--- src/design/aoc_pkg.sv ---
// Shared constants and types for the analog output channel control block.
// Assumes a single 250 MHz system clock with a synchronous active-high reset.
`default_nettype none

package aoc_pkg;
  // Data path width in bits
  localparam int AOC_DW = 16;
  // Clock and time base
  localparam int CLK_PERIOD_NS = 4;
  localparam int MS_PERIOD_NS = 1000000;
  localparam int CYCLES_PER_MS_DFLT = MS_PERIOD_NS / CLK_PERIOD_NS;
  // Fault state durations in milliseconds
  localparam int MS_CNT_W = 14;
  localparam logic [MS_CNT_W-1:0] DUR_1S_MS = 14'h03E8;
  localparam logic [MS_CNT_W-1:0] DUR_2S_MS = 14'h07D0;
  localparam logic [MS_CNT_W-1:0] DUR_5S_MS = 14'h1388;
  localparam logic [MS_CNT_W-1:0] DUR_10S_MS = 14'h2710;
  // Fault duration selector codes; unknown codes behave as forever
  localparam logic [2:0] DUR_FOREVER = 3'h0;
  localparam logic [2:0] DUR_1S = 3'h1;
  localparam logic [2:0] DUR_2S = 3'h2;
  localparam logic [2:0] DUR_5S = 3'h3;
  localparam logic [2:0] DUR_10S = 3'h4;
  // Output type and range codes
  localparam logic TYPE_CURRENT = 1'h0;
  localparam logic TYPE_VOLTAGE = 1'h1;
  localparam logic [2:0] RANGE_0_20MA = 3'h0;
  localparam logic [2:0] RANGE_4_20MA = 3'h1;
  localparam logic [2:0] RANGE_PM10V = 3'h2;
  localparam logic [2:0] RANGE_0_5V = 3'h3;
  localparam logic [2:0] RANGE_0_10V = 3'h4;
  // Full-scale spans in counts and the 0.1 percent match window
  localparam int FS_SPAN_UNI = 30000;
  localparam int FS_SPAN_BI = 60000;
  localparam int MATCH_PER_MILLE = 1;
  localparam logic [AOC_DW:0] TOL_UNI = 17'((FS_SPAN_UNI * MATCH_PER_MILLE) / 1000);
  localparam logic [AOC_DW:0] TOL_BI = 17'((FS_SPAN_BI * MATCH_PER_MILLE) / 1000);
  // Fault mode codes
  localparam logic FAULT_MODE_VALUE = 1'h0;
  localparam logic FAULT_MODE_HOLD = 1'h1;
  // Alarm bit positions
  localparam int ALM_LOW = 0;
  localparam int ALM_HIGH = 1;
  // Reset values
  localparam logic [AOC_DW-1:0] OUT_RST = 16'h0000;
  // Connection fault handling states
  typedef enum logic [1:0] {
    FST_NORMAL, FST_FAULT_VALUE, FST_FINAL, FST_HOLD_LAST
  } aoc_fault_state_type;
endpackage

`default_nettype wire

--- src/design/aoc_chan_if.sv ---
// Internal carrier between the channel top and its clamp and timer units.
// Assumes all members live in the system clock domain.
`default_nettype none

interface aoc_chan_if #(parameter int DW = 16, parameter int MW = 14);
  // Clamp group
  logic signed [DW-1:0] cmd;
  logic signed [DW-1:0] clamp_hi;
  logic signed [DW-1:0] clamp_lo;
  logic [1:0] alarm_en;
  logic [1:0] alarm_latch;
  logic cfg_load;
  logic alarm_clear;
  logic signed [DW-1:0] clamped;
  logic [1:0] alarm_flag;
  // Fault timer group
  logic timer_start;
  logic timer_run;
  logic [2:0] timer_dur;
  logic timer_expired;

  modport clamp_mp (input cmd, clamp_hi, clamp_lo, alarm_en, alarm_latch, cfg_load,
    alarm_clear, output clamped, alarm_flag);
  modport timer_mp (input timer_start, timer_run, timer_dur, output timer_expired);
  modport user_mp (output cmd, clamp_hi, clamp_lo, alarm_en, alarm_latch, cfg_load,
    alarm_clear, timer_start, timer_run, timer_dur, input clamped, alarm_flag,
    timer_expired);
endinterface

`default_nettype wire

--- src/design/aoc_fault_timer.sv ---
// Millisecond-based fault state duration timer.
// Assumes start is a one-cycle pulse and run stays high while the fault lasts.
`default_nettype none

module aoc_fault_timer
  import aoc_pkg::*;
#(
  parameter int CYCLES_PER_MS = CYCLES_PER_MS_DFLT
) (
  input wire logic clk_sys_in,
  input wire logic rst_in,
  aoc_chan_if.timer_mp tmr
);
  localparam int PW = $clog2(CYCLES_PER_MS + 1);
  logic [PW-1:0] pre_r;
  logic [MS_CNT_W-1:0] ms_r;
  logic [MS_CNT_W-1:0] target;
  logic ms_tick;

  assign ms_tick = (pre_r == PW'(CYCLES_PER_MS - 1));

  // Prescaler restarts on each new fault so every fault gets a full period
  always_ff @(posedge clk_sys_in) begin
    if (rst_in || tmr.timer_start || !tmr.timer_run) begin
      pre_r <= '0;
    end else begin
      pre_r <= ms_tick ? '0 : pre_r + 1'b1;
    end
  end

  // Millisecond count saturates at expiry
  always_ff @(posedge clk_sys_in) begin
    if (rst_in || tmr.timer_start) begin
      ms_r <= '0;
    end else if (tmr.timer_run && ms_tick && !tmr.timer_expired) begin
      ms_r <= ms_r + 1'b1;
    end
  end

  // Zero target means the fault value stands forever
  always_comb begin
    case (tmr.timer_dur)
      DUR_1S: target = DUR_1S_MS;
      DUR_2S: target = DUR_2S_MS;
      DUR_5S: target = DUR_5S_MS;
      DUR_10S: target = DUR_10S_MS;
      default: target = '0;
    endcase
  end

  assign tmr.timer_expired = (target != '0) && (ms_r >= target);
endmodule // aoc_fault_timer

`default_nettype wire

--- src/design/aoc_clamp_alarm.sv ---
// Output clamp and low/high clamp alarms with enable and latch per alarm.
// Assumes clamp limits are engineering-unit counts held by the top.
`default_nettype none

module aoc_clamp_alarm
  import aoc_pkg::*;
(
  input wire logic clk_sys_in,
  input wire logic rst_in,
  aoc_chan_if.clamp_mp clp
);
  logic [1:0] viol;
  logic [1:0] en_r;
  logic [1:0] latch_r;
  logic [1:0] latched_r;
  logic [1:0] flag_r;

  assign viol[ALM_LOW] = (clp.cmd < clp.clamp_lo);
  assign viol[ALM_HIGH] = (clp.cmd > clp.clamp_hi);

  // Drive the violated limit instead of the command
  always_comb begin
    if (viol[ALM_HIGH]) begin
      clp.clamped = clp.clamp_hi;
    end else if (viol[ALM_LOW]) begin
      clp.clamped = clp.clamp_lo;
    end else begin
      clp.clamped = clp.cmd;
    end
  end

  // Alarm setup loads only on a configuration strobe; disabled after reset
  always_ff @(posedge clk_sys_in) begin
    if (rst_in) begin
      en_r <= 2'h0;
      latch_r <= 2'h0;
    end else if (clp.cfg_load) begin
      en_r <= clp.alarm_en;
      latch_r <= clp.alarm_latch;
    end
  end

  genvar g;
  generate
    for (g = 0; g < 2; g++) begin : g_alarm
      // A new violation wins over a clear in the same cycle
      always_ff @(posedge clk_sys_in) begin
        if (rst_in) begin
          latched_r[g] <= 1'b0;
        end else if (en_r[g] && latch_r[g] && viol[g]) begin
          latched_r[g] <= 1'b1;
        end else if (clp.alarm_clear || clp.cfg_load) begin
          latched_r[g] <= 1'b0;
        end
      end
      // Flag reports a live or latched violation
      always_ff @(posedge clk_sys_in) begin
        if (rst_in) begin
          flag_r[g] <= 1'b0;
        end else begin
          flag_r[g] <= en_r[g] && (viol[g] || latched_r[g]);
        end
      end
    end
  endgenerate

  assign clp.alarm_flag = flag_r;
endmodule // aoc_clamp_alarm

`default_nettype wire

--- src/design/aoc_channel_ctrl.sv ---
// Control logic for one analog output channel: range, offset, clamping,
// hold for initialization and connection fault handling.
// Assumes command, connection and mode inputs come from logic on clk_sys_in;
// the field supply status arrives from a pin and is synchronised here.
`default_nettype none

module aoc_channel_ctrl
  import aoc_pkg::*;
#(
  parameter int DW = AOC_DW,
  parameter int CYCLES_PER_MS = CYCLES_PER_MS_DFLT
) (
  input wire logic clk_sys_in,
  input wire logic rst_in,
  input wire logic conn_ok_in,
  input wire logic run_mode_in,
  input wire logic field_supply_ok_in,
  input wire logic signed [DW-1:0] cmd_value_in,
  input wire logic signed [DW-1:0] terminal_value_in,
  input wire logic cfg_load_in,
  input wire logic cfg_output_type_in,
  input wire logic [2:0] cfg_range_sel_in,
  input wire logic signed [DW-1:0] cfg_offset_in,
  input wire logic cfg_hold_init_en_in,
  input wire logic cfg_fault_mode_in,
  input wire logic [2:0] cfg_fault_dur_in,
  input wire logic signed [DW-1:0] cfg_fault_value_in,
  input wire logic signed [DW-1:0] cfg_final_value_in,
  input wire logic signed [DW-1:0] cfg_clamp_high_in,
  input wire logic signed [DW-1:0] cfg_clamp_low_in,
  input wire logic [1:0] cfg_alarm_en_in,
  input wire logic [1:0] cfg_alarm_latch_in,
  input wire logic alarm_clear_in,
  output logic signed [DW-1:0] dac_value_out,
  output logic [2:0] dac_range_out,
  output logic range_error_out,
  output logic signed [DW-1:0] echo_value_out,
  output logic channel_holding_flag_out,
  output logic low_clamp_alarm_flag_out,
  output logic high_clamp_alarm_flag_out,
  output logic fault_active_out
);
  aoc_chan_if #(.DW(DW), .MW(MS_CNT_W)) ch_if ();

  aoc_fault_state_type fault_state_r, fault_state_nxt;
  logic fs_meta_r;
  logic fs_sync_r;
  logic fs_prev_r;
  logic conn_prev_r;
  logic run_prev_r;
  logic ever_conn_r;
  logic hold_r;
  logic hold_trigger;
  logic hold_active;
  logic in_tol;
  logic range_legal;
  logic [2:0] range_nxt;
  logic [2:0] range_r;
  logic range_err_r;
  logic signed [DW-1:0] out_r;
  logic signed [DW-1:0] echo_r;
  logic signed [DW-1:0] normal_value;
  logic signed [DW:0] offs_sum;
  logic signed [DW:0] match_diff;
  logic [DW:0] match_abs;
  logic [DW:0] tol;

  // Clamp and alarm unit; limits pass straight through, never rescaled
  assign ch_if.cmd = cmd_value_in;
  assign ch_if.clamp_hi = cfg_clamp_high_in;
  assign ch_if.clamp_lo = cfg_clamp_low_in;
  assign ch_if.alarm_en = cfg_alarm_en_in;
  assign ch_if.alarm_latch = cfg_alarm_latch_in;
  assign ch_if.cfg_load = cfg_load_in;
  assign ch_if.alarm_clear = alarm_clear_in;

  aoc_clamp_alarm u_clamp (
    .clk_sys_in(clk_sys_in),
    .rst_in(rst_in),
    .clp(ch_if.clamp_mp)
  );

  // Fault duration timer, started on entry to the fault value state
  assign ch_if.timer_start = (fault_state_r != FST_FAULT_VALUE)
    && (fault_state_nxt == FST_FAULT_VALUE);
  assign ch_if.timer_run = (fault_state_r == FST_FAULT_VALUE);
  assign ch_if.timer_dur = cfg_fault_dur_in;

  aoc_fault_timer #(.CYCLES_PER_MS(CYCLES_PER_MS)) u_timer (
    .clk_sys_in(clk_sys_in),
    .rst_in(rst_in),
    .tmr(ch_if.timer_mp)
  );

  // Field supply status comes from a pin: two flops before any use
  always_ff @(posedge clk_sys_in) begin
    if (rst_in) begin
      fs_meta_r <= 1'b1;
      fs_sync_r <= 1'b1;
      fs_prev_r <= 1'b1;
    end else begin
      fs_meta_r <= field_supply_ok_in;
      fs_sync_r <= fs_meta_r;
      fs_prev_r <= fs_sync_r;
    end
  end

  // Edge history; connection is seen as down from reset so the first link counts
  always_ff @(posedge clk_sys_in) begin
    if (rst_in) begin
      conn_prev_r <= 1'b0;
      run_prev_r <= 1'b0;
      ever_conn_r <= 1'b0;
    end else begin
      conn_prev_r <= conn_ok_in;
      run_prev_r <= run_mode_in;
      ever_conn_r <= ever_conn_r || conn_ok_in;
    end
  end

  // Range check against the output type; illegal picks fall back to a safe range
  always_comb begin
    if (cfg_output_type_in == TYPE_CURRENT) begin
      range_legal = (cfg_range_sel_in == RANGE_0_20MA)
        || (cfg_range_sel_in == RANGE_4_20MA);
      range_nxt = range_legal ? cfg_range_sel_in : RANGE_0_20MA;
    end else begin
      range_legal = (cfg_range_sel_in == RANGE_PM10V) || (cfg_range_sel_in == RANGE_0_5V)
        || (cfg_range_sel_in == RANGE_0_10V);
      range_nxt = range_legal ? cfg_range_sel_in : RANGE_PM10V;
    end
  end

  always_ff @(posedge clk_sys_in) begin
    if (rst_in) begin
      range_r <= RANGE_0_20MA;
      range_err_r <= 1'b0;
    end else begin
      range_r <= range_nxt;
      range_err_r <= !range_legal;
    end
  end

  // Offset added after clamping, saturated so a wrap cannot flip the output
  assign offs_sum = {ch_if.clamped[DW-1], ch_if.clamped}
    + {cfg_offset_in[DW-1], cfg_offset_in};
  always_comb begin
    if (offs_sum[DW] != offs_sum[DW-1]) begin
      normal_value = offs_sum[DW] ? {1'b1, {(DW-1){1'b0}}} : {1'b0, {(DW-1){1'b1}}};
    end else begin
      normal_value = offs_sum[DW-1:0];
    end
  end

  // Match window is 0.1 percent of the active range span
  assign tol = (range_r == RANGE_PM10V) ? TOL_BI : TOL_UNI;
  assign match_diff = {normal_value[DW-1], normal_value}
    - {terminal_value_in[DW-1], terminal_value_in};
  assign match_abs = match_diff[DW] ? (DW+1)'(-match_diff) : match_diff;
  assign in_tol = (match_abs <= tol);

  // Hold triggers: link up (first or after fault), program to run, supply loss
  assign hold_trigger = cfg_hold_init_en_in && ((conn_ok_in && !conn_prev_r)
    || (run_mode_in && !run_prev_r) || (fs_prev_r && !fs_sync_r));
  assign hold_active = hold_r || hold_trigger;

  // Hold flag: a new trigger wins over a match in the same cycle
  always_ff @(posedge clk_sys_in) begin
    if (rst_in) begin
      hold_r <= 1'b0;
    end else if (hold_trigger) begin
      hold_r <= 1'b1;
    end else if (!cfg_hold_init_en_in) begin
      hold_r <= 1'b0;
    end else if (hold_r && conn_ok_in && fs_sync_r && in_tol) begin
      hold_r <= 1'b0;
    end
  end

  // Connection fault handling; no fault before the first connection
  always_comb begin
    fault_state_nxt = fault_state_r;
    case (fault_state_r)
      FST_NORMAL: begin
        if (!conn_ok_in && ever_conn_r) begin
          fault_state_nxt = (cfg_fault_mode_in == FAULT_MODE_HOLD)
            ? FST_HOLD_LAST : FST_FAULT_VALUE;
        end
      end
      FST_FAULT_VALUE: begin
        if (conn_ok_in) begin
          fault_state_nxt = FST_NORMAL;
        end else if (ch_if.timer_expired) begin
          fault_state_nxt = FST_FINAL;
        end
      end
      FST_FINAL: begin
        if (conn_ok_in) begin
          fault_state_nxt = FST_NORMAL;
        end
      end
      FST_HOLD_LAST: begin
        if (conn_ok_in) begin
          fault_state_nxt = FST_NORMAL;
        end
      end
      default: fault_state_nxt = FST_NORMAL;
    endcase
  end

  always_ff @(posedge clk_sys_in) begin
    if (rst_in) begin
      fault_state_r <= FST_NORMAL;
    end else begin
      fault_state_r <= fault_state_nxt;
    end
  end

  // Converter setpoint; fault handling outranks the initialization hold.
  // A dropped link carries no valid command, so the cycle it falls keeps the output
  always_ff @(posedge clk_sys_in) begin
    if (rst_in) begin
      out_r <= OUT_RST;
    end else if (fault_state_r == FST_FAULT_VALUE) begin
      out_r <= cfg_fault_value_in;
    end else if (fault_state_r == FST_FINAL) begin
      out_r <= cfg_final_value_in;
    end else if (fault_state_r == FST_HOLD_LAST || hold_active || !conn_ok_in) begin
      out_r <= out_r;
    end else begin
      out_r <= normal_value;
    end
  end

  // Echo tracks the setpoint but reads zero while field supply is missing
  always_ff @(posedge clk_sys_in) begin
    if (rst_in) begin
      echo_r <= OUT_RST;
    end else begin
      echo_r <= fs_sync_r ? out_r : OUT_RST;
    end
  end

  assign dac_value_out = out_r;
  assign dac_range_out = range_r;
  assign range_error_out = range_err_r;
  assign echo_value_out = echo_r;
  assign channel_holding_flag_out = hold_r;
  assign low_clamp_alarm_flag_out = ch_if.alarm_flag[ALM_LOW];
  assign high_clamp_alarm_flag_out = ch_if.alarm_flag[ALM_HIGH];
  assign fault_active_out = (fault_state_r != FST_NORMAL);
endmodule // aoc_channel_ctrl

`default_nettype wire

--- config.mk ---
export PLATFORM = sky130hd
export DESIGN_NAME = aoc_channel_ctrl
export DESIGN_NICKNAME = d
export VERILOG_FILES = /design/src/design/aoc_pkg.sv /design/src/design/aoc_chan_if.sv /design/src/design/aoc_fault_timer.sv /design/src/design/aoc_clamp_alarm.sv /design/src/design/aoc_channel_ctrl.sv
export SDC_FILE = /design/constraint.sdc
export NUM_CORES = 1
export LEC_CHECK = 0
export ABC_CLOCK_PERIOD_IN_PS = 11400
export BUFFER_PORTS_ARGS = -buffer_cell sky130_fd_sc_hd__buf_4
export CORE_MARGIN = 2
export CORE_UTILIZATION = 56
export CTS_CLUSTER_SIZE = 10
export DETAILED_ROUTE_END_ITERATION = 12
export PLACE_DENSITY = 0.83
export SETUP_SLACK_MARGIN = 0.3
export SYNTH_ARGS = -nofsm -noshare
export SYNTH_HDL_FRONTEND = slang
export SYNTH_SLANG_ARGS = --single-unit
--- constraint.sdc ---
create_clock -name clk_sys_in -period 11.4 [get_ports clk_sys_in]
set_clock_uncertainty 0.05 [all_clocks]
set_input_delay 2.28 -clock clk_sys_in [delete_from_list [all_inputs] [get_ports clk_sys_in]]
set_output_delay 2.28 -clock clk_sys_in [all_outputs]
set_load 0.01 [all_outputs]
Word-level counts from Yosys, hierarchy flattened
Cells that the tools add are included.
Widths: inputs -> output; s select.
{"block": "word_totals", "register_bits": 85, "inputBits": 132, "output_inout_bits": 40, "wordCells": 122}
{"block": "op_classes", "n_addsub": 5, "magnitude_cmp": 4, "n_eq_ne": 18, "mux": 26, "bitwise_logic": 1, "n_reduce_logical": 48}
{"cell": "$mux 16", "n": 7}
{"cell": "$pmux 14 s4", "n": 1}
{"cell": "$add 18x1->18 const B", "n": 1}
{"cell": "$eq 18x18->1 const B", "n": 1}
{"cell": "$logic_and 1x1->1", "n": 18}
{"cell": "$add 16x16->17", "n": 1}
{"cell": "$le 17x6->1", "n": 1}
{"cell": "$mux 17", "n": 1}
{"cell": "$neg 17->17", "n": 1}
{"cell": "$sub 16x16->17", "n": 1}
{"cell": "$gt 16x16->1", "n": 1}
{"cell": "$lt 16x16->1", "n": 1}
{"cell": "$eq 3x2->1 const B", "n": 5}
{"cell": "$add 14x1->14 const B", "n": 1}
{"cell": "$ge 14x14->1", "n": 1}
{"cell": "$logic_or 1x1->1", "n": 14}
{"cell": "$reduce_bool 14->1", "n": 1}
{"cell": "$mux 2", "n": 5}
{"cell": "$mux 3", "n": 3}
{"cell": "$logic_not 1->1", "n": 7}
{"cell": "$mux 1", "n": 7}
{"cell": "$eq 3x1->1 const B", "n": 2}
{"cell": "$eq 3x3->1 const B", "n": 2}
{"cell": "$mux 6", "n": 1}
{"cell": "other kinds (12)", "n": 18}

Depth between registers and ports, before layout
Gate-level depths: netlist of run 1.
{"block": "logic_depth", "word_depth": 14, "depth_mapped": 41, "depth_no_buf": 38}

Modules after synthesis
A second synthesis of run 1 with hierarchy kept.
{"block": "hier_totals", "hier_cells": 1017, "area_unflattened_um2": 8166.6}
{"module": "aoc_channel_ctrl", "n_inst": 1, "cells_per_inst": 559, "area_each_um2": 4523.1, "seq_area_each_um2": 900.9}
{"module": "aoc_fault_timer", "n_inst": 1, "cells_per_inst": 234, "area_each_um2": 1933.1, "seq_area_each_um2": 640.6}
{"module": "aoc_clamp_alarm", "n_inst": 1, "cells_per_inst": 224, "area_each_um2": 1710.4, "seq_area_each_um2": 160.2}

Worst setup path after synthesis of run 1
No wires, ideal clock.
{"block": "synth_path", "path_kind": "input to register", "from": "input cfg_clamp_high_in[9]", "to": "register hold_r (netlist: channel_holding_flag_out)", "setup_time_ns": 0.132, "arrival_time_ns": 9.706, "required_ns": 11.218, "path_slack_ns": 1.512, "cell_stages": 37, "path_buffers": 4, "cell_sequence": "inv_1 > ha_1 > a21o_1 > a21o_1 > a21o_1 > a21o_1 > a21o_1 > a2111o_1 > o21ai_0 > a21o_1 > clkbuf_1 > clkbuf_1 > nor2_1 > a21oi_1 > ha_1 > a21o_1 > a21o_1 > a211o_1 > a2111oi_0 > a211oi_1 > a31oi_1 > clkbuf_1 > a21oi_1 > ha_1 > a2111oi_0 > o21ai_0 > a41oi_1 > a41oi_1 > buf_2 > nor2_1 > xnor2_1 > ha_1 > a21bo_2 > nor2_1 > nand3_1 > a2111oi_0 > a31oi_1"}
{"block": "synth_via", "elab_chain_len": 11, "elab_cells_between_ends": 12, "classes_between": "add/sub (3); order compare (2); eq/ne (2); mux (4); reduce/logical (1)"}
{"element": "start, declared", "line_no": "aoc_channel_ctrl.sv:29", "rtl": "input wire logic signed [DW-1:0] cfg_clamp_high_in,"}
{"element": "$gt 16x16->1", "line_no": "aoc_clamp_alarm.sv:19", "rtl": "assign viol[ALM_HIGH] = (clp.cmd > clp.clamp_hi);"}
{"element": "$mux 16 *", "line_no": "aoc_clamp_alarm.sv:23", "rtl": "if (viol[ALM_HIGH]) begin"}
{"element": "$add 16x16->17 *", "line_no": "aoc_channel_ctrl.sv:146", "rtl": "+ {cfg_offset_in[DW-1], cfg_offset_in};"}
{"element": "$mux 16 / $ne 1x1->1 (equally long branches)", "line_no": "aoc_channel_ctrl.sv:149, aoc_channel_ctrl.sv:148"}
{"element": "$mux 16 *", "line_no": "aoc_channel_ctrl.sv:148", "rtl": "if (offs_sum[DW] != offs_sum[DW-1]) begin"}
{"element": "$sub 16x16->17 *", "line_no": "aoc_channel_ctrl.sv:158", "rtl": "- {terminal_value_in[DW-1], terminal_value_in};"}
{"element": "$neg 17->17", "line_no": "aoc_channel_ctrl.sv:159", "rtl": "assign match_abs = match_diff[DW] ? (DW+1)'(-match_diff) : match_diff;"}
{"element": "$mux 17 *", "line_no": "aoc_channel_ctrl.sv:159"}
{"element": "$le 17x6->1 *", "line_no": "aoc_channel_ctrl.sv:160", "rtl": "assign in_tol = (match_abs <= tol);"}
{"element": "$logic_and 1x1->1 *", "line_no": "aoc_channel_ctrl.sv:175", "rtl": "end else if (hold_r && conn_ok_in && fs_sync_r && in_tol) begin"}
{"element": "$ne 3x1->1 (no line) *"}
{"element": "end signal, assigned", "line_no": "aoc_channel_ctrl.sv:172", "rtl": "hold_r <= 1'b1;"}
{"element": "end signal, assigned", "line_no": "aoc_channel_ctrl.sv:174", "rtl": "hold_r <= 1'b0;"}
{"element": "end signal, assigned", "line_no": "aoc_channel_ctrl.sv:176", "rtl": "hold_r <= 1'b0;"}
{"element": "end, declared", "line_no": "aoc_channel_ctrl.sv:52", "rtl": "logic hold_r;"}
Every way passes the cells marked *; elsewhere a longest branch is shown, timed or not.
A chain may end at the register's enable or synchronous reset.

Worst setup path in the final report of run 1
{"block": "layout_path", "from": "input cmd_value_in[9]", "to": "register hold_r (netlist: channel_holding_flag_out)"}
{"block": "layout_via", "elab_chain_len": 12, "elab_cells_between_ends": 14, "classes_between": "add/sub (3); order compare (3); eq/ne (2); mux (5); reduce/logical (1)"}
{"element": "start, declared", "line_no": "aoc_channel_ctrl.sv:18", "rtl": "input wire logic signed [DW-1:0] cmd_value_in,"}
{"element": "$lt 16x16->1", "line_no": "aoc_clamp_alarm.sv:18", "rtl": "assign viol[ALM_LOW] = (clp.cmd < clp.clamp_lo);"}
{"element": "$mux 16", "line_no": "aoc_clamp_alarm.sv:25", "rtl": "end else if (viol[ALM_LOW]) begin"}
{"element": "$mux 16 *", "line_no": "aoc_clamp_alarm.sv:23"}
{"element": "$add 16x16->17 *", "line_no": "aoc_channel_ctrl.sv:146"}
{"element": "$mux 16 / $ne 1x1->1 (equally long branches)", "line_no": "aoc_channel_ctrl.sv:149, aoc_channel_ctrl.sv:148"}
{"element": "$mux 16 *", "line_no": "aoc_channel_ctrl.sv:148"}
{"element": "$sub 16x16->17 *", "line_no": "aoc_channel_ctrl.sv:158"}
{"element": "$neg 17->17", "line_no": "aoc_channel_ctrl.sv:159"}
{"element": "$mux 17 *", "line_no": "aoc_channel_ctrl.sv:159"}
{"element": "$le 17x6->1 *", "line_no": "aoc_channel_ctrl.sv:160"}
{"element": "$logic_and 1x1->1 *", "line_no": "aoc_channel_ctrl.sv:175"}
{"element": "$ne 3x1->1 (no line) *"}
Marked as above.

==> metrics, run 1 <==
CP max stage cell=fa_1; R2R depth=7; Max VDD drop=approximately 0.15 mV; # rows=between 40 and 50; RR Endpoint=u_timer.ms_r[13]$_SDFFE_PP0P_; Switching Share=between 40% and 50%; setup bufs post-CTS=0; placed cell area=between 8000 and 9000 um^2; most frequent CP cell=a21o_1; Final GP Congestion=around 0.95; Filler cells=1100; internal power=~1.0 mW; P per Cell Area=~210 nW/um^2; number of routed nets with antenna violations=0; CTS H-Tree Depth=3; yosys warns=0; register-to-register setup slack=7.95 ns; maximum clock frequency=~98 MHz; PortBufs=between 150 and 200; crit-path max cell delay=roughly 0.44 ns; total gr overflow=0; Synth Cell Area=about 7400 um^2; slew margin rel.=a little under a third; Synth Flop Type=dfxtp_1; status=completed; worst r2r src=fault_state_r[1]$_SDFF_PP0_; count leader, synth=nor2_1; global-route wire length before repair=approximately 33000 um; number of synthesized register bits=85; Hold Crit Start=fs_meta_r$_SDFF_PP1_; area of the multi-input gates=about 5300 um^2; antenna violations before repair=0; CP Class=input port to flop; CTS Hold Bufs=0; most frequent cells after synthesis=nor2_1, dfxtp_1, ha_1; # setup viols final=0; vias post-DR=between 7000 and 8000; vias in the first global route=between 6000 and 7000; core area=13100 um^2; Final #Nets=~1300; clock power share=16.8%; synth unique cells=75; crit path launch type=input port; critical path data arrival time=just over 10 ns; Final Instance Area=roughly 9000 um^2; register area share after synthesis=between 20% and 30%; Setup TNS=0 ns; initial core utilization=about 57%; post-CTS sizing=0; net count after synthesis=1170; initial DRC count=594; Leak=around 4.2 nW; die span in x=approximately 120 um; area leader, netlist=dfxtp_1; Comb pwr share=64.8%; clk sinks=85; CP delay by family, top=compound AO/OA/AOI/OAI gates; num ports=roughly 170; Post-synth EDFFs=0; sw power=about 0.85 mW; Area growth, synth to finish=23.5%; Pins Over Slew Limit=0; RSZ-0062 raised after global routing=no; Hold Vio Cnt, Final=0; clk slew on worst S/H paths=approximately 0.070 ns; drt pass-1 iters=5; drt wl/cell=between 15 and 20 um; top cell type's share of synthesized area=between 20 and 25%; worst hold path depth=1; total power=approximately 1.9 mW; fraction of layout cells with a size suffix above 1=19.3%; ant diodes=0; CP required=about 12 ns; WP buf/inv=5; worst min path class=flop to flop; Global Route Usage Sum=~28%; Clock Latency Late Sink=0.34 ns; post-layout min period=around 10 ns; largest net degree at the start of global routing=34; Die ar.=about 14000 um^2; Routed WL=roughly 20000 um; worst-margin pin slew=between 1 and 1.5 ns; ys async rst share=0%; TritonCTS clock tree=built; Max-cap violations=0; vias per std cell=5.71; CTS Buf Count=9; crit share post-route=between 80% and 90%; CP Max Fanout=16; die height=between 100 and 150 um; DRC=0; Hold EP=fs_sync_r$_SDFF_PP1_; sequential share of power=between 10% and 20%; Storage cell area=between 1500 and 2000 um^2; detailed placement HPWL=16300 um; endpoint class of the critical path=flop; largest cells by area after synthesis=dfxtp_1, ha_1, nor2_1, a21oi_1, mux2i_1; Post-Syn Instances=between 900 and 1000; clk root buf=clkbuf_16; maximum root-to-sink buffer count=2; syn avg cell area=a little under 8 um^2
==> stage by stage <==
step,utilization [%],hold slack (ns),setup WS (ns),std cells
2_1_floorplan,-,0.339,1.51,952
3_3_place_gp,67.6,0.348,1.17,1272
3_5_place_dp,67.6,0.347,0.877,1272
4_1_cts,70.1,0.364,1.21,1288
5_1_grt,70.1,0.375,0.397,1288
6_report,70.1,0.362,1.18,1288
==> layout make-up <==
| type | count | area share [%] |
|---|---|---|
| Multi-Input combinational cell | 751 | 57.6 |
| Tap cell | 176 | 2.40 |
| Sequential cell | 85 | 18.6 |
| Timing Repair Buffer | 177 | 14.5 |
| Clock buffer | 10 | 2.50 |
| Inverter | 83 | 3.40 |
| Clock inverter | 6 | 1.02 |
==> flip-flops by register name, indices dropped and copies added, names as in the netlist, 2 cells and up <==
| signal | flops |
|---|---|
| u_clamp.clp.alarm_flag | 2 |
| u_clamp.en_r | 2 |
| u_timer.ms_r | 14 |
| dac_range_out | 3 |
| u_clamp.latched_r | 2 |
| u_timer.pre_r | 18 |
| fault_state_r | 2 |
| echo_value_out | 16 |
| u_clamp.latch_r | 2 |
| dac_value_out | 16 |
==> worst max-delay path by stage <==
stage                               from                                     to  slack [ns]  depth (start not counted)
finish                   cmd_value_in[9]  channel_holding_flag_out$_SDFFE_PP0P_        1.18                         39
global route             cmd_value_in[9]  channel_holding_flag_out$_SDFFE_PP0P_        0.40                         35
CTS                      cmd_value_in[9]  channel_holding_flag_out$_SDFFE_PP0P_        1.21                         39
detailed placement       cmd_value_in[9]  channel_holding_flag_out$_SDFFE_PP0P_        0.88                         39
global placement         cmd_value_in[9]  channel_holding_flag_out$_SDFFE_PP0P_        1.17                         39
floorplan           cfg_clamp_high_in[9]  channel_holding_flag_out$_SDFFE_PP0P_        1.51                         37
==> power by group through the flow <==
stage	logic, mW	registers (mW)	clock network (mW)
finish	1.23	0.349	0.318
global route	1.36	0.352	0.334
CTS	1.21	0.349	0.319
detailed placement	1.21	0.355	0
global placement	1.19	0.355	0
floorplan	0.903	0.360	0
==> cell families after synthesis <==
family,Yosys count,synth area share (%)
simple gates,318,22.3
compound gates,260,23.2
buf+inv,116,6.02
fa+ha+maj,87,14.8
flops,85,22.9
xor+xnor,52,6.14
mux,34,4.62
==> worst reg2reg max path: cells and delay by family (launching register included) <==
kind | cells | cell delay, ns
compound gates | 1 | 0.16
fa+ha+maj | 1 | 0.88
buf+inv | 2 | 0.52
flops | 1 | 0.33
simple gates | 3 | 1.44
==> layer usage <==
layer | GRT usage [%] | up-vias | wire (um)
met5 | 0 | - | 0
met4 | 12.6 | 0 | 767
met3 | 3.07 | 51 | 1060
met2 | 47.6 | 231 | 9700
met1 | 36.1 | 3356 | 8710
li1 | - | 3718 | -
==> layout by cell type (no fill, tap or decap), types with 19 or more instances in the layout <==
cell,Yosys,final
xnor2_1,27,27
xor2_1,25,25
and2_1,22,22
nand4_1,19,19
nand2b_1,22,22
dfxtp_1,85,85
inv_1,83,83
a21oi_1,70,70
mux2i_1,32,31
a21o_1,27,27
nand2_1,40,40
nor2_1,108,108
o21ai_0,50,50
buf_4,1,177
nand3_1,20,20
ha_1,84,84
Power figures use the tool's default switching activity.
==> run 2, diff against run 1 <==
- ABC_CLOCK_PERIOD_IN_PS: 11400 -> 12600
- CORE_UTILIZATION: 56 -> 60
- PLACE_DENSITY: 0.83 -> 0.86
- clock period: 11.4 -> 12.6 ns (I/O delays scaled with it)
==> run 2 against run 1 <==
  * Core utilization increased by 5.4 points
  * Register-to-register slack improved by 1.3 ns
  * Global-route usage increased by 1.1 points
  * Sequential power decreased by 10%
  * Worst setup slack improved by 0.84 ns
  * First-iteration DRC count increased by 0.34%
  * Total power decreased by 12%
  * Critical path type unchanged
  * Critical endpoint unchanged
  * Largest cell class unchanged
==> metrics, run 2 (synthesized netlist as in run 1, its figures left out) <==
crit path launch type=input port (unchanged); CP Class=input port to flop (unchanged); Pins Over Slew Limit=0 (unchanged); fin util=75.4% (was 70.1%); Leak=4.21 nW (was 4.23 nW); # setup viols final=0 (unchanged); maximum root-to-sink buffer count=2 (unchanged); die height=115 um (was 119 um); total power=1.67 mW (was 1.89 mW); antenna violations before repair=1 (was 0); post-CTS sizing=0 (unchanged); vias per std cell=5.82 (was 5.71); maximum clock frequency=roughly 94 MHz; met1 Usage GRT=36.9% (was 36.1%); status=completed (unchanged); Area growth, synth to finish=22.6% (was 23.5%); Final Instance Area=9100 um^2 (was 9170 um^2); min setup slack post-route=2.02 ns (was 1.18 ns); detailed placement HPWL=16200 um (was 16300 um); vias post-DR=7446 (was 7356); initial core utilization=61.5% (was 56.7%); Hold Crit Start=fs_meta_r$_SDFF_PP1_ (unchanged); Final GP Congestion=0.931 (was 0.954); sw power=0.763 mW (was 0.851 mW); critical path data arrival time=10.74 ns (was 10.39 ns); CTS Buf Count=9 (unchanged); clk slew on worst S/H paths=0.06 ns (was 0.07 ns); fraction of layout cells with a size suffix above 1=19.2% (was 19.3%); number of routed nets with antenna violations=0 (unchanged); RSZ-0062 raised after global routing=no (unchanged); Hold Vio Cnt, Final=0 (unchanged); most frequent cells in the layout=buf_4, nor2_1, dfxtp_1 (unchanged); worst min path class=flop to flop (unchanged); CP max stage cell=a21o_1 (was fa_1); WP buf/inv=4 (was 5); die span in x=115 um (was 119 um); most common cell after layout, fill and taps aside=buf_4 (unchanged); crit share post-route=a little over four fifths; vias in the first global route=6880 (was 6844); Worst Setup SP=cmd_value_in[9] (unchanged); Global Route Usage Sum=29.2% (was 28.1%); CP delay by family, top=compound AO/OA/AOI/OAI gates (unchanged); max reg flops=18 (unchanged); met3 usage=4.38% (was 3.07%); Clock Latency Late Sink=0.34 ns (about the same); sequential share of power=18.8% (was 18.4%); CTS H-Tree Depth=3 (unchanged); Final #Nets=1323 (was 1325); CTS Hold Bufs=0 (unchanged); Max-cap violations=0 (unchanged); register-to-register setup slack=9.26 ns (was 7.95 ns); Max VDD drop=0.203 mV (was 0.150 mV); Comb pwr share=66.6% (was 64.8%); internal power=0.911 mW (was 1.04 mW); clk root buf=clkbuf_16 (unchanged); slew margin rel.=24.7% (was 30.2%); Inst Count DP=1262 (was 1272); drt wl/cell=15.7 um (about the same); num ports=172 (unchanged); most frequent CP cell=a21o_1 (unchanged); clk sinks=85 (unchanged); Routed WL=20000 um (was 20200 um); endpoint class of the critical path=flop (unchanged); crit-path max cell delay=0.45 ns (was 0.44 ns); drt pass-1 iters=5 (unchanged); global-route wire length before repair=31300 um (was 32500 um); total gr overflow=0 (unchanged); CP required=12.76 ns (was 11.57 ns); Filler cells=936 (was 1100); core area=12100 um^2 (was 13100 um^2); CP Max Fanout=19 (was 16); PortBufs=171 (unchanged); placed cell area=8820 um^2 (was 8840 um^2); worst r2r src=fault_state_r[0]$_SDFF_PP0_ (was fault_state_r[1]$_SDFF_PP0_); Setup TNS=0 ns (unchanged); TritonCTS clock tree=built (unchanged); # rows=40 (was 42); grt met2 use=49.8% (was 47.6%); DRC=0 (unchanged); global routing's busiest layer=met2 (unchanged); post-route insts no fill=1279 (was 1288); worst-margin pin slew=1.13 ns (was 1.05 ns); setup bufs post-CTS=0 (unchanged); initial DRC count=596 (was 594); Switching Share=45.6% (was 44.9%); largest net degree at the start of global routing=34 (unchanged); Most flops, register=u_timer.pre_r (unchanged); post-layout min period=between 10 and 15 ns; worst slack at placement=1.75 ns (was 0.877 ns); Hold WS=0.380 ns (was 0.362 ns); Die ar.=13300 um^2 (was 14200 um^2); clock power share=14.6% (was 16.8%); P per Cell Area=184 nW/um^2 (was 207 nW/um^2)
==> run 2: cell count changes in the layout (fill, tap and decap cells not counted) <==
cell | before | now
clkinv_4 | 1 | 0
diode_2 | 0 | 1
inv_6 | 2 | 0
clkbuf_8 | 0 | 2
bufinv_16 | 2 | 0
clkinv_2 | 0 | 3
buf_4 | 177 | 175
==> run 2: routing by layer <==
layer,up-vias,share of wire [%]
li1,3700,-
met1,3419,43
met2,276,48
met3,51,6.2
met4,0,3.2
met5,-,0
==> run 2: worst reg2reg max path, cell delays in order, from the launching register on <==
cell	delay, ns
dfxtp_1	0.47
ha_1	0.89
inv_1	0.36
nor3_2	0.62
nand3_1	0.33
or3_1	0.42
a21oi_1	0.14
==> run 2: path summary, 6_finish.rpt <==
check,to,cells after the start
max,channel_holding_flag_out$_SDFFE_PP0P_,36
min,fs_sync_r$_SDFF_PP1_,1
max reg2reg,u_timer.ms_r[13]$_SDFFE_PP0P_,6
min reg2reg,fs_sync_r$_SDFF_PP1_,1
==> run 2: layout make-up <==
class | instances | area, um^2 | area share, %
multi-input combinational | 751 | 5280 | 58.0
sequential | 85 | 1700 | 18.7
timing repair buffer | 175 | 1310 | 14.4
inverter | 83 | 312 | 3.42
clock buffer | 12 | 256 | 2.82
tap | 168 | 210 | 2.31
clock inverter | 4 | 22.5 | 0.247
antenna | 1 | 2.50 | 0.0275
==> run 2: power groups by stage <==
| stage | Clock [mW] | Sequential, mW | Combinational, mW |
|---|---|---|---|
| after global routing | 0.260 | 0.317 | 1.23 |
| after CTS | 0.247 | 0.314 | 1.10 |
| final | 0.245 | 0.314 | 1.11 |
| after global placement | 0 | 0.319 | 1.08 |
| after detailed placement | 0 | 0.319 | 1.09 |
| after floorplan | 0 | 0.326 | 0.817 |
==> run 3, diff against run 2 <==
- ABC_CLOCK_PERIOD_IN_PS: 12600 -> 10550
- CORE_UTILIZATION: 60 -> 56
- PLACE_DENSITY: 0.86 -> 0.81
- clock period: 12.6 -> 10.55 ns (I/O delays scaled with it)
==> run 3 against run 2 <==
  * Sequential share of layout area decreased by 0.17 points
  * Flip-flop and latch count unchanged
  * Die area increased by 6.9%
  * Non-clock buffer count increased by 1
  * Largest power group unchanged
  * Via count decreased by 0.35%
  * Critical path type unchanged
  * Clock-buffer cell count decreased by 3
  * Worst hold slack got worse by 0.0092 ns
  * Total power increased by 22%
  * First-iteration DRC count decreased by 9.1%
  * Register-to-register slack got worse by 2.1 ns
==> metrics, run 3 (synthesized netlist as in run 1, its figures left out) <==
Routed WL=20300 um (was 20000 um); most common cell after layout, fill and taps aside=buf_4 (unchanged); Hold WS=0.371 ns (was 0.380 ns); Die ar.=14200 um^2 (was 13300 um^2); ant diodes=0 (was 1); critical path data arrival time=9.84 ns (was 10.74 ns); max reg flops=18 (unchanged); # setup viols final=0 (unchanged); Most flops, register=u_timer.pre_r (unchanged); total gr overflow=0 (unchanged); sequential share of power=18.4% (was 18.8%); CTS H-Tree Depth=3 (unchanged); drt pass-1 iters=5 (unchanged); WP buf/inv=4 (unchanged); Switching Share=44.9% (was 45.6%); global-route wire length before repair=32700 um (was 31300 um); vias post-DR=7420 (was 7446); crit-path max cell delay=0.47 ns (was 0.45 ns); maximum clock frequency=between 100 and 150 MHz; RSZ-0062 raised after global routing=no (unchanged); most frequent cells in the layout=buf_4, nor2_1, dfxtp_1 (unchanged); min setup slack post-route=0.883 ns (was 2.02 ns); sw power=0.919 mW (was 0.763 mW); die height=119 um (was 115 um); initial DRC count=542 (was 596); Setup TNS=0 ns (unchanged); vias per std cell=5.77 (was 5.82); Global Route Usage Sum=28.1% (was 29.2%); initial core utilization=56.7% (was 61.5%); Pins Over Slew Limit=0 (unchanged); CTS Hold Bufs=0 (unchanged); clk root buf=clkbuf_16 (unchanged); crit share post-route=91.6%; crit path launch type=input port (unchanged); Final #Nets=1324 (was 1323); DRC=0 (unchanged); status=completed (unchanged); Hold Vio Cnt, Final=0 (unchanged); WL met2=9740 um (was 9580 um); area of the multi-input gates=5300 um^2 (was 5280 um^2); num ports=172 (unchanged); met3 WL=1000 um (was 1240 um); Storage cell area=1700 um^2 (unchanged); worst-margin pin slew=1.16 ns (was 1.13 ns); Max VDD drop=0.188 mV (was 0.203 mV); CP delay by family, top=compound AO/OA/AOI/OAI gates (unchanged); Max-cap violations=0 (unchanged); Clock Latency Late Sink=0.34 ns (about the same); CP Max Fanout=17 (was 19); internal power=1.13 mW (was 0.911 mW); detailed placement HPWL=16500 um (was 16200 um); vias in the first global route=6879 (was 6880); TritonCTS clock tree=built (unchanged); CP Class=input port to flop (unchanged); CTS Buf Count=9 (unchanged); P per Cell Area=223 nW/um^2 (was 184 nW/um^2); slew margin rel.=22.6% (was 24.7%); # rows=42 (was 40); Top Layer Used=met4 (unchanged); clk slew on worst S/H paths=0.06 ns (about the same); fraction of layout cells with a size suffix above 1=19.5% (was 19.2%); maximum root-to-sink buffer count=2 (unchanged); WL met1=8740 um (was 8570 um); worst min path class=flop to flop (unchanged); endpoint class of the critical path=flop (unchanged); drt wl/cell=15.8 um (was 15.7 um); clk sinks=85 (unchanged); Comb pwr share=65.5% (was 66.6%); Area growth, synth to finish=23.8% (was 22.6%); worst slack at placement=0.229 ns (was 1.75 ns); PortBufs=171 (unchanged); number of routed nets with antenna violations=0 (unchanged); die span in x=119 um (was 115 um); largest net degree at the start of global routing=34 (unchanged); Leak=4.23 nW (was 4.21 nW); Filler cells=1094 (was 936); antenna violations before repair=0 (was 1); CP max stage cell=a2111oi_1 (was a21o_1); core area=13100 um^2 (was 12100 um^2); CP required=10.72 ns (was 12.76 ns); Final GP Congestion=0.925 (was 0.931); clock power share=16.1% (was 14.6%); post-layout min period=roughly 9.7 ns
==> run 3: worst reg2reg max path, delay by kind of cell (launching register included) <==
kind	cells	cell delay [ns]
and+or+nand+nor	3	1.41
adders and majority gates	1	0.87
buffers and inverters	2	0.50
DFF	1	0.33
AOI/OAI and AO/OA	1	0.17
==> run 3: timing repair <==
item                                    CTS  global route
setup buffers                             0             0
endpoints found under the setup margin    0             1
gates resized for setup                   0             6
==> run 3: worst paths after layout <==
kind	start	end	slack, ns	cells past startpoint
max	cmd_value_in[1]	channel_holding_flag_out$_SDFFE_PP0P_	0.88	37
min	fs_meta_r$_SDFF_PP1_	fs_sync_r$_SDFF_PP1_	0.37	1
max reg2reg	fault_state_r[1]$_SDFF_PP0_	u_timer.ms_r[9]$_SDFFE_PP0P_	7.13	7
min reg2reg	fs_meta_r$_SDFF_PP1_	fs_sync_r$_SDFF_PP1_	0.37	1
==> run 3: layout make-up <==
type / count / share of cell area, %
well taps: 176 / 2.40
repair buffers: 176 / 14.5
multi-input cells: 751 / 57.7
clock buffers: 9 / 2.45
inverters: 83 / 3.39
clock inverters: 6 / 0.967
flip-flops and latches: 85 / 18.5
==> run 3: layer usage <==
| metal | GRT usage [%] | vias to the layer above |
|---|---|---|
| li1 | - | 3709 |
| met3 | 3.35 | 52 |
| met4 | 12.2 | 0 |
| met2 | 47.3 | 233 |
| met1 | 36.1 | 3426 |
| met5 | 0 | - |
==> run 3: through the flow <==
stage	power, mW	std cells	util [%]	cell area, um^2
detailed placement	1.69	1271	67.6	8850
floorplan	1.36	952	-	7420
finish	2.05	1286	70.2	9190
global placement	1.67	1271	67.6	8850
CTS	2.03	1286	70.0	9160
global route	2.21	1286	70.2	9190
==> run 3: power groups by stage <==
stage	Clock [mW]	Sequential [mW]	Combinational, mW
2_1_floorplan	0	0.389	0.976
3_3_place_gp	0	0.383	1.29
3_5_place_dp	0	0.382	1.31
4_1_cts	0.335	0.376	1.32
5_1_grt	0.348	0.379	1.48
6_report	0.330	0.376	1.34
